==> src/rtl/watchdog_pkg.sv <==
package watchdog_pkg;

   // ----------------------------------------------------------------
   // Register map
   // ----------------------------------------------------------------
   localparam logic [7:0] CTRL_INDEX = 8'h33;
   localparam logic [7:0] CTRL_ADDR  = {CTRL_INDEX[5:0], 2'b00};
   localparam logic [7:0] CTRL_RESET = 8'h7F;
   localparam int         ACT_BIT    = 7;
   localparam int         MSB_BIT    = 6;
   localparam logic [6:0] ROLL_FROM  = 7'h40;
   localparam logic [1:0] RESP_OKAY   = 2'h0;
   localparam logic [1:0] RESP_SLVERR = 2'h2;

   // ----------------------------------------------------------------
   // Timing
   // ----------------------------------------------------------------
   localparam int unsigned CLK_PERIOD_NS    = 100;
   localparam int unsigned PRESCALE_MC      = 16000;
   localparam int unsigned RESET_PULSE_US   = 30;
   localparam int unsigned RESET_PULSE_CYC  = (RESET_PULSE_US * 1000) / CLK_PERIOD_NS;
   localparam int          PRESC_W          = 14;
   localparam int          PULSE_W          = 9;

   // ----------------------------------------------------------------
   // Types
   // ----------------------------------------------------------------
   typedef struct packed {
      logic       activation_flag;
      logic [6:0] count;
   } control_t;

   typedef struct packed {
      logic hw_watchdog;
      logic halt_reset;
   } options_t;

   typedef enum logic [1:0] {
      ST_RUN   = 2'b01,
      ST_PULSE = 2'b10
   } state_t;

endpackage

==> src/rtl/windowed_watchdog_timer.sv <==
// How it works
// [RQ1] Count steps down every 16000 machine cycles.
// [RQ2] Active and 40h to 3Fh: 30 us reset.
// [RQ3] Counter keeps running while not activated.
// [RQ4] Software refreshes with C0h to FFh.
// [RQ5] Any reset leaves the watchdog deactivated; with hw_watchdog_option set the code keeps it active after reset.
// [RQ6] Activation flag set by software, cleared only by reset.
// [RQ7] Flag set with count MSB clear resets.
// [RQ8] HALT while active resets unless option off.
// [RQ9] Hardware option makes watchdog always active.
// [RQ10] Software refreshes before halt without reset.
// [RQ11] Control resets to 7Fh, flag then count.
// [RQ12] Prescaler phase unknown at refresh time.
// [RQ13] Options sampled at reset; no interrupt.
//
// Design decision made here: the AXI4-Lite register port.
`timescale 1ns/1ns
module windowed_watchdog_timer
   import watchdog_pkg::*;
#(
   parameter int unsigned PRESCALE_CYCLES = PRESCALE_MC
) (
   input  wire logic        aclk,
   input  wire logic        aresetn,
   input  wire logic [7:0]  s_axi_awaddr,
   input  wire logic        s_axi_awvalid,
   output logic             s_axi_awready,
   input  wire logic [31:0] s_axi_wdata,
   input  wire logic [3:0]  s_axi_wstrb,
   input  wire logic        s_axi_wvalid,
   output logic             s_axi_wready,
   output logic [1:0]       s_axi_bresp,
   output logic             s_axi_bvalid,
   input  wire logic        s_axi_bready,
   input  wire logic [7:0]  s_axi_araddr,
   input  wire logic        s_axi_arvalid,
   output logic             s_axi_arready,
   output logic [31:0]      s_axi_rdata,
   output logic [1:0]       s_axi_rresp,
   output logic             s_axi_rvalid,
   input  wire logic        s_axi_rready,
   input  wire logic        hw_watchdog_option,
   input  wire logic        halt_reset_option,
   input  wire logic        halt_exec,
   output logic             reset_out_n
);

   // ----------------------------------------------------------------
   // Option byte capture
   // ----------------------------------------------------------------
   // The synchroniser stages carry no reset so they already follow the
   // pins while reset is held; the capture then happens on release.
   options_t sync1_q;
   options_t sync2_q;
   options_t opt_q;
   options_t opt_d;
   logic     cap_done_q;
   logic     cap_done_d;

   always_ff @(posedge aclk) begin
      sync1_q <= '{hw_watchdog: hw_watchdog_option, halt_reset: halt_reset_option};
      sync2_q <= sync1_q;
   end

   always_comb begin
      opt_d      = opt_q;
      cap_done_d = 1'b1;
      if (!cap_done_q) begin
         opt_d = sync2_q; // see [RQ13]
      end
   end

   always_ff @(posedge aclk) begin
      if (!aresetn) begin
         opt_q      <= '0;
         cap_done_q <= 1'b0;
      end else begin
         opt_q      <= opt_d;
         cap_done_q <= cap_done_d;
      end
   end

   // ----------------------------------------------------------------
   // AXI4-Lite slave
   // ----------------------------------------------------------------
   logic [7:0] aw_addr_q;
   logic [7:0] aw_addr_d;
   logic       aw_full_q;
   logic       aw_full_d;
   logic [7:0] w_data_q;
   logic [7:0] w_data_d;
   logic       w_strb_q;
   logic       w_strb_d;
   logic       w_full_q;
   logic       w_full_d;
   logic       bvalid_q;
   logic       bvalid_d;
   logic [1:0] bresp_q;
   logic [1:0] bresp_d;
   logic       rvalid_q;
   logic       rvalid_d;
   logic [1:0] rresp_q;
   logic [1:0] rresp_d;
   logic [7:0] rdata_q;
   logic [7:0] rdata_d;
   logic       wr_go;
   logic       wr_hit;
   logic       ctrl_wr;
   control_t   ctrl_q;

   assign s_axi_awready = !aw_full_q && !bvalid_q;
   assign s_axi_wready  = !w_full_q && !bvalid_q;
   assign s_axi_arready = !rvalid_q;
   assign s_axi_bvalid  = bvalid_q;
   assign s_axi_bresp   = bresp_q;
   assign s_axi_rvalid  = rvalid_q;
   assign s_axi_rresp   = rresp_q;
   assign s_axi_rdata   = {24'h000000, rdata_q};

   assign wr_go   = aw_full_q && w_full_q && !bvalid_q;
   assign wr_hit  = aw_addr_q[7:2] == CTRL_ADDR[7:2];
   assign ctrl_wr = wr_go && wr_hit && w_strb_q;

   always_comb begin
      aw_addr_d = aw_addr_q;
      aw_full_d = aw_full_q;
      w_data_d  = w_data_q;
      w_strb_d  = w_strb_q;
      w_full_d  = w_full_q;
      bvalid_d  = bvalid_q;
      bresp_d   = bresp_q;
      rvalid_d  = rvalid_q;
      rresp_d   = rresp_q;
      rdata_d   = rdata_q;
      if (s_axi_awvalid && s_axi_awready) begin
         aw_addr_d = s_axi_awaddr;
         aw_full_d = 1'b1;
      end
      if (s_axi_wvalid && s_axi_wready) begin
         w_data_d = s_axi_wdata[7:0];
         w_strb_d = s_axi_wstrb[0];
         w_full_d = 1'b1;
      end
      if (wr_go) begin
         aw_full_d = 1'b0;
         w_full_d  = 1'b0;
         bvalid_d  = 1'b1;
         bresp_d   = wr_hit ? RESP_OKAY : RESP_SLVERR;
      end
      if (bvalid_q && s_axi_bready) begin
         bvalid_d = 1'b0;
      end
      if (s_axi_arvalid && s_axi_arready) begin
         rvalid_d = 1'b1;
         if (s_axi_araddr[7:2] == CTRL_ADDR[7:2]) begin
            rdata_d = ctrl_q;
            rresp_d = RESP_OKAY;
         end else begin
            rdata_d = 8'h00;
            rresp_d = RESP_SLVERR;
         end
      end else if (rvalid_q && s_axi_rready) begin
         rvalid_d = 1'b0;
      end
   end

   always_ff @(posedge aclk) begin
      if (!aresetn) begin
         aw_addr_q <= 8'h00;
         aw_full_q <= 1'b0;
         w_data_q  <= 8'h00;
         w_strb_q  <= 1'b0;
         w_full_q  <= 1'b0;
         bvalid_q  <= 1'b0;
         bresp_q   <= RESP_OKAY;
         rvalid_q  <= 1'b0;
         rresp_q   <= RESP_OKAY;
         rdata_q   <= 8'h00;
      end else begin
         aw_addr_q <= aw_addr_d;
         aw_full_q <= aw_full_d;
         w_data_q  <= w_data_d;
         w_strb_q  <= w_strb_d;
         w_full_q  <= w_full_d;
         bvalid_q  <= bvalid_d;
         bresp_q   <= bresp_d;
         rvalid_q  <= rvalid_d;
         rresp_q   <= rresp_d;
         rdata_q   <= rdata_d;
      end
   end

   // ----------------------------------------------------------------
   // Prescaler and downcounter
   // ----------------------------------------------------------------
   // A refresh does not restart the prescaler, so the first step after
   // a refresh lands anywhere within one prescale period.
   logic [PRESC_W-1:0] presc_q;
   logic [PRESC_W-1:0] presc_d;
   logic               tick;
   control_t           ctrl_d;
   logic               active;
   logic               roll;
   logic               sw_trip;
   logic               halt_trip;

   assign tick   = presc_q == PRESC_W'(PRESCALE_CYCLES - 1);
   assign active = ctrl_q.activation_flag || opt_q.hw_watchdog; // see [RQ9]

   always_comb begin
      presc_d = tick ? '0 : presc_q + 1'b1; // see [RQ12]
      ctrl_d  = ctrl_q;
      if (ctrl_wr) begin
         ctrl_d.activation_flag = ctrl_q.activation_flag | w_data_q[ACT_BIT]; // see [RQ6]
         ctrl_d.count           = w_data_q[6:0];
      end else if (tick) begin
         ctrl_d.count = ctrl_q.count - 7'h01; // see [RQ1] [RQ3]
      end
   end

   always_ff @(posedge aclk) begin
      if (!aresetn) begin
         presc_q <= '0;
         ctrl_q  <= CTRL_RESET; // see [RQ5] [RQ11]
      end else begin
         presc_q <= presc_d;
         ctrl_q  <= ctrl_d;
      end
   end

   // ----------------------------------------------------------------
   // Reset generator
   // ----------------------------------------------------------------
   state_t             state_q;
   state_t             state_d;
   logic [PULSE_W-1:0] pulse_cnt_q;
   logic [PULSE_W-1:0] pulse_cnt_d;
   logic               trip;

   // A refresh that leaves the count MSB clear trips at once, which gives software a reset.
   assign roll      = active && tick && !ctrl_wr && ctrl_q.count == ROLL_FROM; // see [RQ2]
   assign sw_trip   = ctrl_wr && !w_data_q[MSB_BIT]
                      && (w_data_q[ACT_BIT] || active); // see [RQ7]
   assign halt_trip = active && halt_exec && opt_q.halt_reset; // see [RQ8]
   assign trip      = roll || sw_trip || halt_trip;
   assign reset_out_n = !state_q[1];

   always_comb begin
      state_d     = state_q;
      pulse_cnt_d = pulse_cnt_q;
      case (state_q)
         ST_RUN: begin
            pulse_cnt_d = '0;
            if (trip) begin
               state_d = ST_PULSE;
            end
         end
         ST_PULSE: begin
            pulse_cnt_d = pulse_cnt_q + 1'b1;
            if (pulse_cnt_q == PULSE_W'(RESET_PULSE_CYC - 1)) begin
               state_d     = ST_RUN; // see [RQ2]
               pulse_cnt_d = '0;
            end
         end
         default: begin
            state_d     = ST_RUN;
            pulse_cnt_d = '0;
         end
      endcase
   end

   always_ff @(posedge aclk) begin
      if (!aresetn) begin
         state_q     <= ST_RUN;
         pulse_cnt_q <= '0;
      end else begin
         state_q     <= state_d;
         pulse_cnt_q <= pulse_cnt_d;
      end
   end
endmodule

==> config.mk <==
export PLATFORM = sky130hd
export DESIGN_NAME = windowed_watchdog_timer
export DESIGN_NICKNAME = d
export VERILOG_FILES = /design/src/rtl/watchdog_pkg.sv /design/src/rtl/windowed_watchdog_timer.sv
export SDC_FILE = /design/constraint.sdc
export NUM_CORES = 1
export LEC_CHECK = 0
export BUFFER_PORTS_ARGS = -buffer_cell sky130_fd_sc_hd__buf_2
export CAP_MARGIN = 20
export CORE_ASPECT_RATIO = 1.25
export CORE_MARGIN = 10
export CORE_UTILIZATION = 54
export CTS_BUF_LIST = sky130_fd_sc_hd__clkbuf_4 sky130_fd_sc_hd__clkbuf_8 sky130_fd_sc_hd__clkbuf_16
export CTS_CLUSTER_SIZE = 40
export DETAILED_ROUTE_END_ITERATION = 8
export PLACE_DENSITY = 0.9
export SLEW_MARGIN = 15
export SYNTH_ARGS = -nofsm -noshare
export SYNTH_HDL_FRONTEND = slang
export SYNTH_SLANG_ARGS = --single-unit
==> constraint.sdc <==
create_clock -name aclk -period 3 [get_ports aclk]
set_clock_uncertainty 0.2 [all_clocks]
set_input_delay 0.15 -clock aclk [delete_from_list [all_inputs] [get_ports aclk]]
set_output_delay 0.15 -clock aclk [all_outputs]
set_load 0.03 [all_outputs]
=== Yosys cells after proc, flatten, opt, wreduce, memory -nomap -nowiden ===
Index checks and enable logic that the tools add are counted.

* Flip-flop bits (word level): 73

* Equal/unequal tests: 9
* Bitwise gates (word level): 3
* Mux-type cells: 11
* $add $sub $neg: 3
* Reductions and logical operators: 36

{| class="wikitable"
|+ Operator list
! cell !! number
|-
| 1-bit logical AND || 18
|-
| 14-bit by 1-bit adder with 14-bit output (second input constant) || 1
|-
| 14-bit == test (second input constant) || 1
|-
| 7-bit two-way mux || 2
|-
| 6-bit == test (second input constant) || 2
|-
| 9-bit by 1-bit adder with 9-bit output (second input constant) || 1
|-
| 9-bit == test (second input constant) || 1
|-
| 2-bit two-way mux || 4
|-
| 8-bit two-way mux || 1
|-
| 7-bit == test (second input constant) || 1
|-
| 1-bit logical NOT || 7
|-
| 7-bit by 1-bit subtractor with 7-bit output (second input constant) || 1
|-
| 2-bit OR reduction || 3
|-
| 1-bit logical OR || 4
|-
| 2-bit != test (second input constant) || 2
|-
| 2-bit case mux with 2 select lines || 1
|-
| 2-bit nonzero test || 2
|-
| 1-bit two-way mux || 3
|-
| 3-bit OR reduction || 1
|-
| 2-bit by 1-bit == test with 1-bit output (second input constant) || 1
|-
| 2-bit == test (second input constant) || 1
|-
| 1-bit NOT || 2
|-
| 2-bit AND reduction || 1
|-
| 1-bit bitwise OR || 1
|}

=== Depth between registers and ports, before layout ===
* Depth in word-level cells: 11
* Gate-level depth with buffers: 7

=== Least setup slack after synthesis ===
Ideal clock, no wire load.

* Path type: reg-to-reg
* Start point: reg bvalid_q (netlist: s_axi_bvalid)
* End point: reg aw_addr_q[2]
* Arrival: 1687 ps
* Clock period less this slack: 2015 ps
* Data required time: 2672 ps
* Setup time: 128 ps
* Stages on the path, launching flop included: 6
* Path slack: 985 ps
* Path through: dfxtp_1 nor2_1 and2_1 clkbuf_1 mux2i_1 nor2_1

* Longest elaborated chain between the ends: 3

{| class="wikitable"
|+ Ends and longest elaborated chain
! item !! RTL line !! text
|-
| from (decl) || windowed_watchdog_timer.sv:96 || <nowiki>logic bvalid_q;</nowiki>
|-
| from (signal assigned) || windowed_watchdog_timer.sv:185 || <nowiki>bvalid_q <= bvalid_d;</nowiki>
|-
| 1-bit logical NOT || windowed_watchdog_timer.sv:111 || <nowiki>assign s_axi_awready = !aw_full_q && !bvalid_q;</nowiki>
|-
| 1-bit logical AND || windowed_watchdog_timer.sv:111 ||
|-
| via s_axi_awready || windowed_watchdog_timer.sv:27 || <nowiki>output logic s_axi_awready,</nowiki>
|-
| 1-bit logical AND || windowed_watchdog_timer.sv:135 || <nowiki>if (s_axi_awvalid && s_axi_awready) begin</nowiki>
|-
| to (signal assigned) || windowed_watchdog_timer.sv:180 || <nowiki>aw_addr_q <= aw_addr_d;</nowiki>
|-
| to (decl) || windowed_watchdog_timer.sv:86 || <nowiki>logic [7:0] aw_addr_q;</nowiki>
|}

The timed path passes the listed nets, and every way through them passes these cells.
A chain may end at the register's enable or synchronous reset.

=== Worst setup path after layout ===
* Start point: in aresetn
* End point: reg bresp_q[1] (netlist: s_axi_bresp[1])

{| class="wikitable"
|+ RTL lines
! item !! RTL line !! text
|-
| from (decl) || windowed_watchdog_timer.sv:24 || <nowiki>input wire logic aresetn,</nowiki>
|-
| to (signal assigned) || windowed_watchdog_timer.sv:186 || <nowiki>bresp_q <= bresp_d;</nowiki>
|-
| to (decl) || windowed_watchdog_timer.sv:98 || <nowiki>logic [1:0] bresp_q;</nowiki>
|}

No word-level cell between the ends.

==> impl_table.tex <==
\begin{tabular}{lr}
\hline
Metric & Value \\
\hline
\multicolumn{2}{l}{\textbf{CTS}} \\
Buffer count from post-CTS setup fixing & 0 \\
Clock-pin transition on the worst setup and hold timing paths & 0.08 ns \\
Clock sinks & 69 \\
Cts repair resizes & 0 \\
Deepest level of the CTS H-tree & 3 \\
Clk Latency, worst-skew pair & 0.36 ns \\
Number of clock buffers inserted by TritonCTS & 9 \\
Hold-fix buffer count after cts & 21 \\
Maximum buffer depth of the clock tree & 2 \\
Clock tree root driver cell & sky130\_fd\_sc\_hd\_\_clkbuf\_8 \\
TritonCTS clock tree & yes \\
\multicolumn{2}{l}{\textbf{STA}} \\
Number of endpoints with negative hold slack in the final report & 0 \\
Worst Tran Pin Value & 0.669 ns \\
Hold WS & 0.0284 ns \\
Maximum clock frequency & 445 MHz \\
Final setup fails & 0 \\
Max-slew violation count & 0 \\
Time the final worst path needs with I/O delays and setup & 2.24 ns \\
Setup repair after global routing missed its margin & false \\
Final Worst Setup Slack & 0.755 ns \\
Final worst path period share & 74.8\% \\
Relative max-transition margin & 55.1\% \\
Final-layout setup total negative slack & 0 ns \\
\multicolumn{2}{l}{\textbf{Critical path}} \\
Cells traversed along the worst timing path & dlygate4sd3\_1 > buf\_2 > clkinv\_1 > buf\_4 > nor3\_1 \\
CP Capture Type & flip-flop \\
Critical Path AT & 2.31 ns \\
Slowest-stage cell, CP & sky130\_fd\_sc\_hd\_\_clkinv\_1 \\
Critical Path RT & 3.07 ns \\
Startpoint Class & input pin \\
Crit Path Max Fanout & 23 \\
Setup Crit Path Kind & in2reg \\
Slowest Stage Delay on Critical Path & 0.63 ns \\
\multicolumn{2}{l}{\textbf{Layout}} \\
Most common cell after layout, fill and taps aside & sky130\_fd\_sc\_hd\_\_dfxtp\_1 \\
Commonest cells after routing, fill and taps aside & sky130\_fd\_sc\_hd\_\_dfxtp\_1 (69), sky130\_fd\_sc\_hd\_\_buf\_2 (46), sky130\_fd\_sc\_hd\_\_nor2\_1 (44), sky130\_fd\_sc\_hd\_\_nand2\_1 (34), sky130\_fd\_sc\_hd\_\_conb\_1 (26) \\
Final design instance area without fill & 0.00369 sq mm \\
Syn-to-layout area delta & 19.8\% \\
Antenna cell count & 0 \\
Fraction of final layout cells with drive strength greater than 1 & 17.6\% \\
Final nets & 471 \\
\multicolumn{2}{l}{\textbf{Power}} \\
Static leakage power & 1.62 nW \\
Net load switching power & 532 uW \\
Power share of the clock group & 44.4\% \\
Proportion of power drawn by combinational gates & 9.7\% \\
Switching part of the total power & 25.1\% \\
Proportion of power drawn by flip-flops and latches & 45.9\% \\
Total Power & 2.12 mW \\
Power density over the cells & 574 mW/mm\^{}2 \\
VDD IR-drop max & 0.541 mV \\
Internal Pwr Total & 1.59 mW \\
\multicolumn{2}{l}{\textbf{Die}} \\
Overall die area & 0.00914 sq mm \\
Starting density of the core & 56.2\% \\
Horizontal die dimension & 87.5 um \\
Die height & 104 um \\
Site Rows & 30 \\
Boundary pin count & 104 \\
Floorplan Core Area & 0.00548 sq mm \\
\multicolumn{2}{l}{\textbf{Place}} \\
Post-DP Area & 0.00323 sq mm \\
Post-DP HPWL & 4.80 mm \\
Routability cong. & 0.849 \\
Post-placement worst setup slack & 0.930 ns \\
Number of port buffers & 46 \\
\multicolumn{2}{l}{\textbf{Routing}} \\
Average via count per standard cell & 5.71 \\
Number of iterations in the first detailed-routing pass & 5 \\
Post-route antenna net violation count & 0 \\
Iteration-0 DRC count of the detailed router & 267 \\
DRC violation count after routing & 0 \\
Final Routed Wirelength & 8.26 mm \\
Vias post-DR & 2706 \\
Wire per inst & 17.4 um \\
\multicolumn{2}{l}{\textbf{Yosys}} \\
Cell variety after synth & 55 \\
Proportion of register bits with asynchronous set or reset after synthesis & 0\% \\
Flip-flop cell with the highest count after synthesis & sky130\_fd\_sc\_hd\_\_dfxtp\_1 \\
Post-synthesis area per instance & 9.11 sq um \\
Number of synthesized flops with an enable pin & 0 \\
\#FFs+latches synth & 69 \\
Synthesized instance count & 338 \\
Cell area after synthesis & 0.00308 sq mm \\
Post-synthesis sequential area ratio & 44.9\% \\
Warnings, synthesis & 0 \\
\multicolumn{2}{l}{\textbf{Run status}} \\
Status & complete, no violations \\
\multicolumn{2}{l}{\textbf{Global routing}} \\
Initial antenna violation count & 0 \\
Remaining Overflow, GRT & 0 \\
Wire length of the first global-routing pass & 13.3 mm \\
GR Util All Layers & 18.0\% \\
Via count of the first global-routing pass & 2751 \\
Pin count of the biggest net entering global routing & 24 \\
\multicolumn{2}{l}{\textbf{Min path}} \\
Min-delay worst type & in2reg \\
\multicolumn{2}{l}{\textbf{Job}} \\
Number of max-cap violations & 0 \\
\hline
\end{tabular}
[layout make-up]
class / instances / area (sq um)
Clock buffer: 10 / 138
Tap cell: 64 / 80.1
Clock inverter: 6 / 110
Timing Repair Buffer: 69 / 455
Fill cell: 363 / 1790
Inverter: 14 / 52.6
Multi-Input combinational cell: 242 / 1470
Sequential cell: 69 / 1380
[logic make-up (layout without fill, tap and decap cells)]
logic type | after synthesis | count (layout) | synth area share (%)
adder cells (fa/ha/maj) | 4 | 4 | 1.63
XOR/XNOR | 19 | 19 | 5.40
multiplexers | 9 | 9 | 2.97
other | 1 | 26 | 0.122
AND/OR/NAND/NOR | 140 | 140 | 24.5
buffers and inverters | 52 | 99 | 10.4
flip-flops | 69 | 69 | 44.9
AO/OA/AOI/OAI | 44 | 44 | 10.1
[critical path: cells and delay by family]
family                 cells  cell delay, ns
buffers and inverters      4            1.90
AND/OR/NAND/NOR            1            0.26
[power groups by stage]
| stage | Sequential [mW] | Combinational, mW | Clock (mW) |
|---|---|---|---|
| 5_1_grt | 0.975 | 0.217 | 0.978 |
| 3_3_place_gp | 0.987 | 0.164 | 0 |
| 3_5_place_dp | 0.989 | 0.169 | 0 |
| 2_1_floorplan | 0.991 | 0.150 | 0 |
| 6_report | 0.972 | 0.205 | 0.940 |
| 4_1_cts | 0.969 | 0.192 | 0.927 |
[path summary, 6_finish.rpt]
kind,cells after the start,from,endpoint,slack (ns)
worst max-delay path,5,aresetn,s_axi_bresp[1],0.76
worst min-delay path,3,halt_exec,state_q[1],0.03
worst max register to register,5,presc_q[0],presc_q[7],0.84
worst min register to register,0,sync1_q[1],sync2_q[1],0.14
[layer usage]
layer	up-vias	global-route usage, %	routed length (um)
met2	143	31.0	4270
met1	1259	17.6	2920
li1	1255	-	-
met3	49	6.19	638
met4	0	10.8	438
met5	-	0	0
[sequential cells by signal, indices dropped and copies added (netlist names)]
register and count:
aw_full_q 1, w_full_q 1, s_axi_rresp 1, aw_addr_q 6, pulse_cnt_q 9, sync2_q 2
w_data_q 8, rdata_q 8, ctrl_q 8, sync1_q 2, s_axi_bresp 1, state_q 2
w_strb_q 1, opt_q 2, cap_done_q 1, presc_q 14, s_axi_rvalid 1, s_axi_bvalid 1
[per-stage QoR]
step	utilization, %	cells
2_1_floorplan	-	363
3_3_place_gp	58.9	437
3_5_place_dp	58.9	437
4_1_cts	67.3	474
5_1_grt	67.3	474
6_report	67.3	474
[cells in the mapped netlist (3+ instances only)]
library cell | count | area share (%)
sky130_fd_sc_hd__and2_1 | 4 | 0.81
sky130_fd_sc_hd__xor2_1 | 13 | 3.7
sky130_fd_sc_hd__clkbuf_1 | 7 | 0.85
sky130_fd_sc_hd__nand4_1 | 7 | 1.4
sky130_fd_sc_hd__dfxtp_1 | 69 | 45
sky130_fd_sc_hd__and4_1 | 3 | 0.85
sky130_fd_sc_hd__mux2i_1 | 8 | 2.6
sky130_fd_sc_hd__a311oi_1 | 4 | 1.1
sky130_fd_sc_hd__and3_1 | 5 | 1.0
sky130_fd_sc_hd__o2111a_1 | 3 | 1.1
sky130_fd_sc_hd__inv_1 | 13 | 1.6
sky130_fd_sc_hd__ha_1 | 4 | 1.6
sky130_fd_sc_hd__nor2_1 | 44 | 5.4
sky130_fd_sc_hd__nor4b_1 | 4 | 1.1
sky130_fd_sc_hd__nand2b_1 | 5 | 1.0
sky130_fd_sc_hd__a22oi_1 | 8 | 2.0
sky130_fd_sc_hd__xnor2_1 | 6 | 1.7
sky130_fd_sc_hd__nand2_1 | 34 | 4.1
sky130_fd_sc_hd__buf_4 | 26 | 6.3
sky130_fd_sc_hd__nor3_1 | 4 | 0.65
sky130_fd_sc_hd__nand3_1 | 9 | 1.5
sky130_fd_sc_hd__a21oi_1 | 15 | 2.4
sky130_fd_sc_hd__nor4_1 | 5 | 1.0
Power figures use the tool's default switching activity.
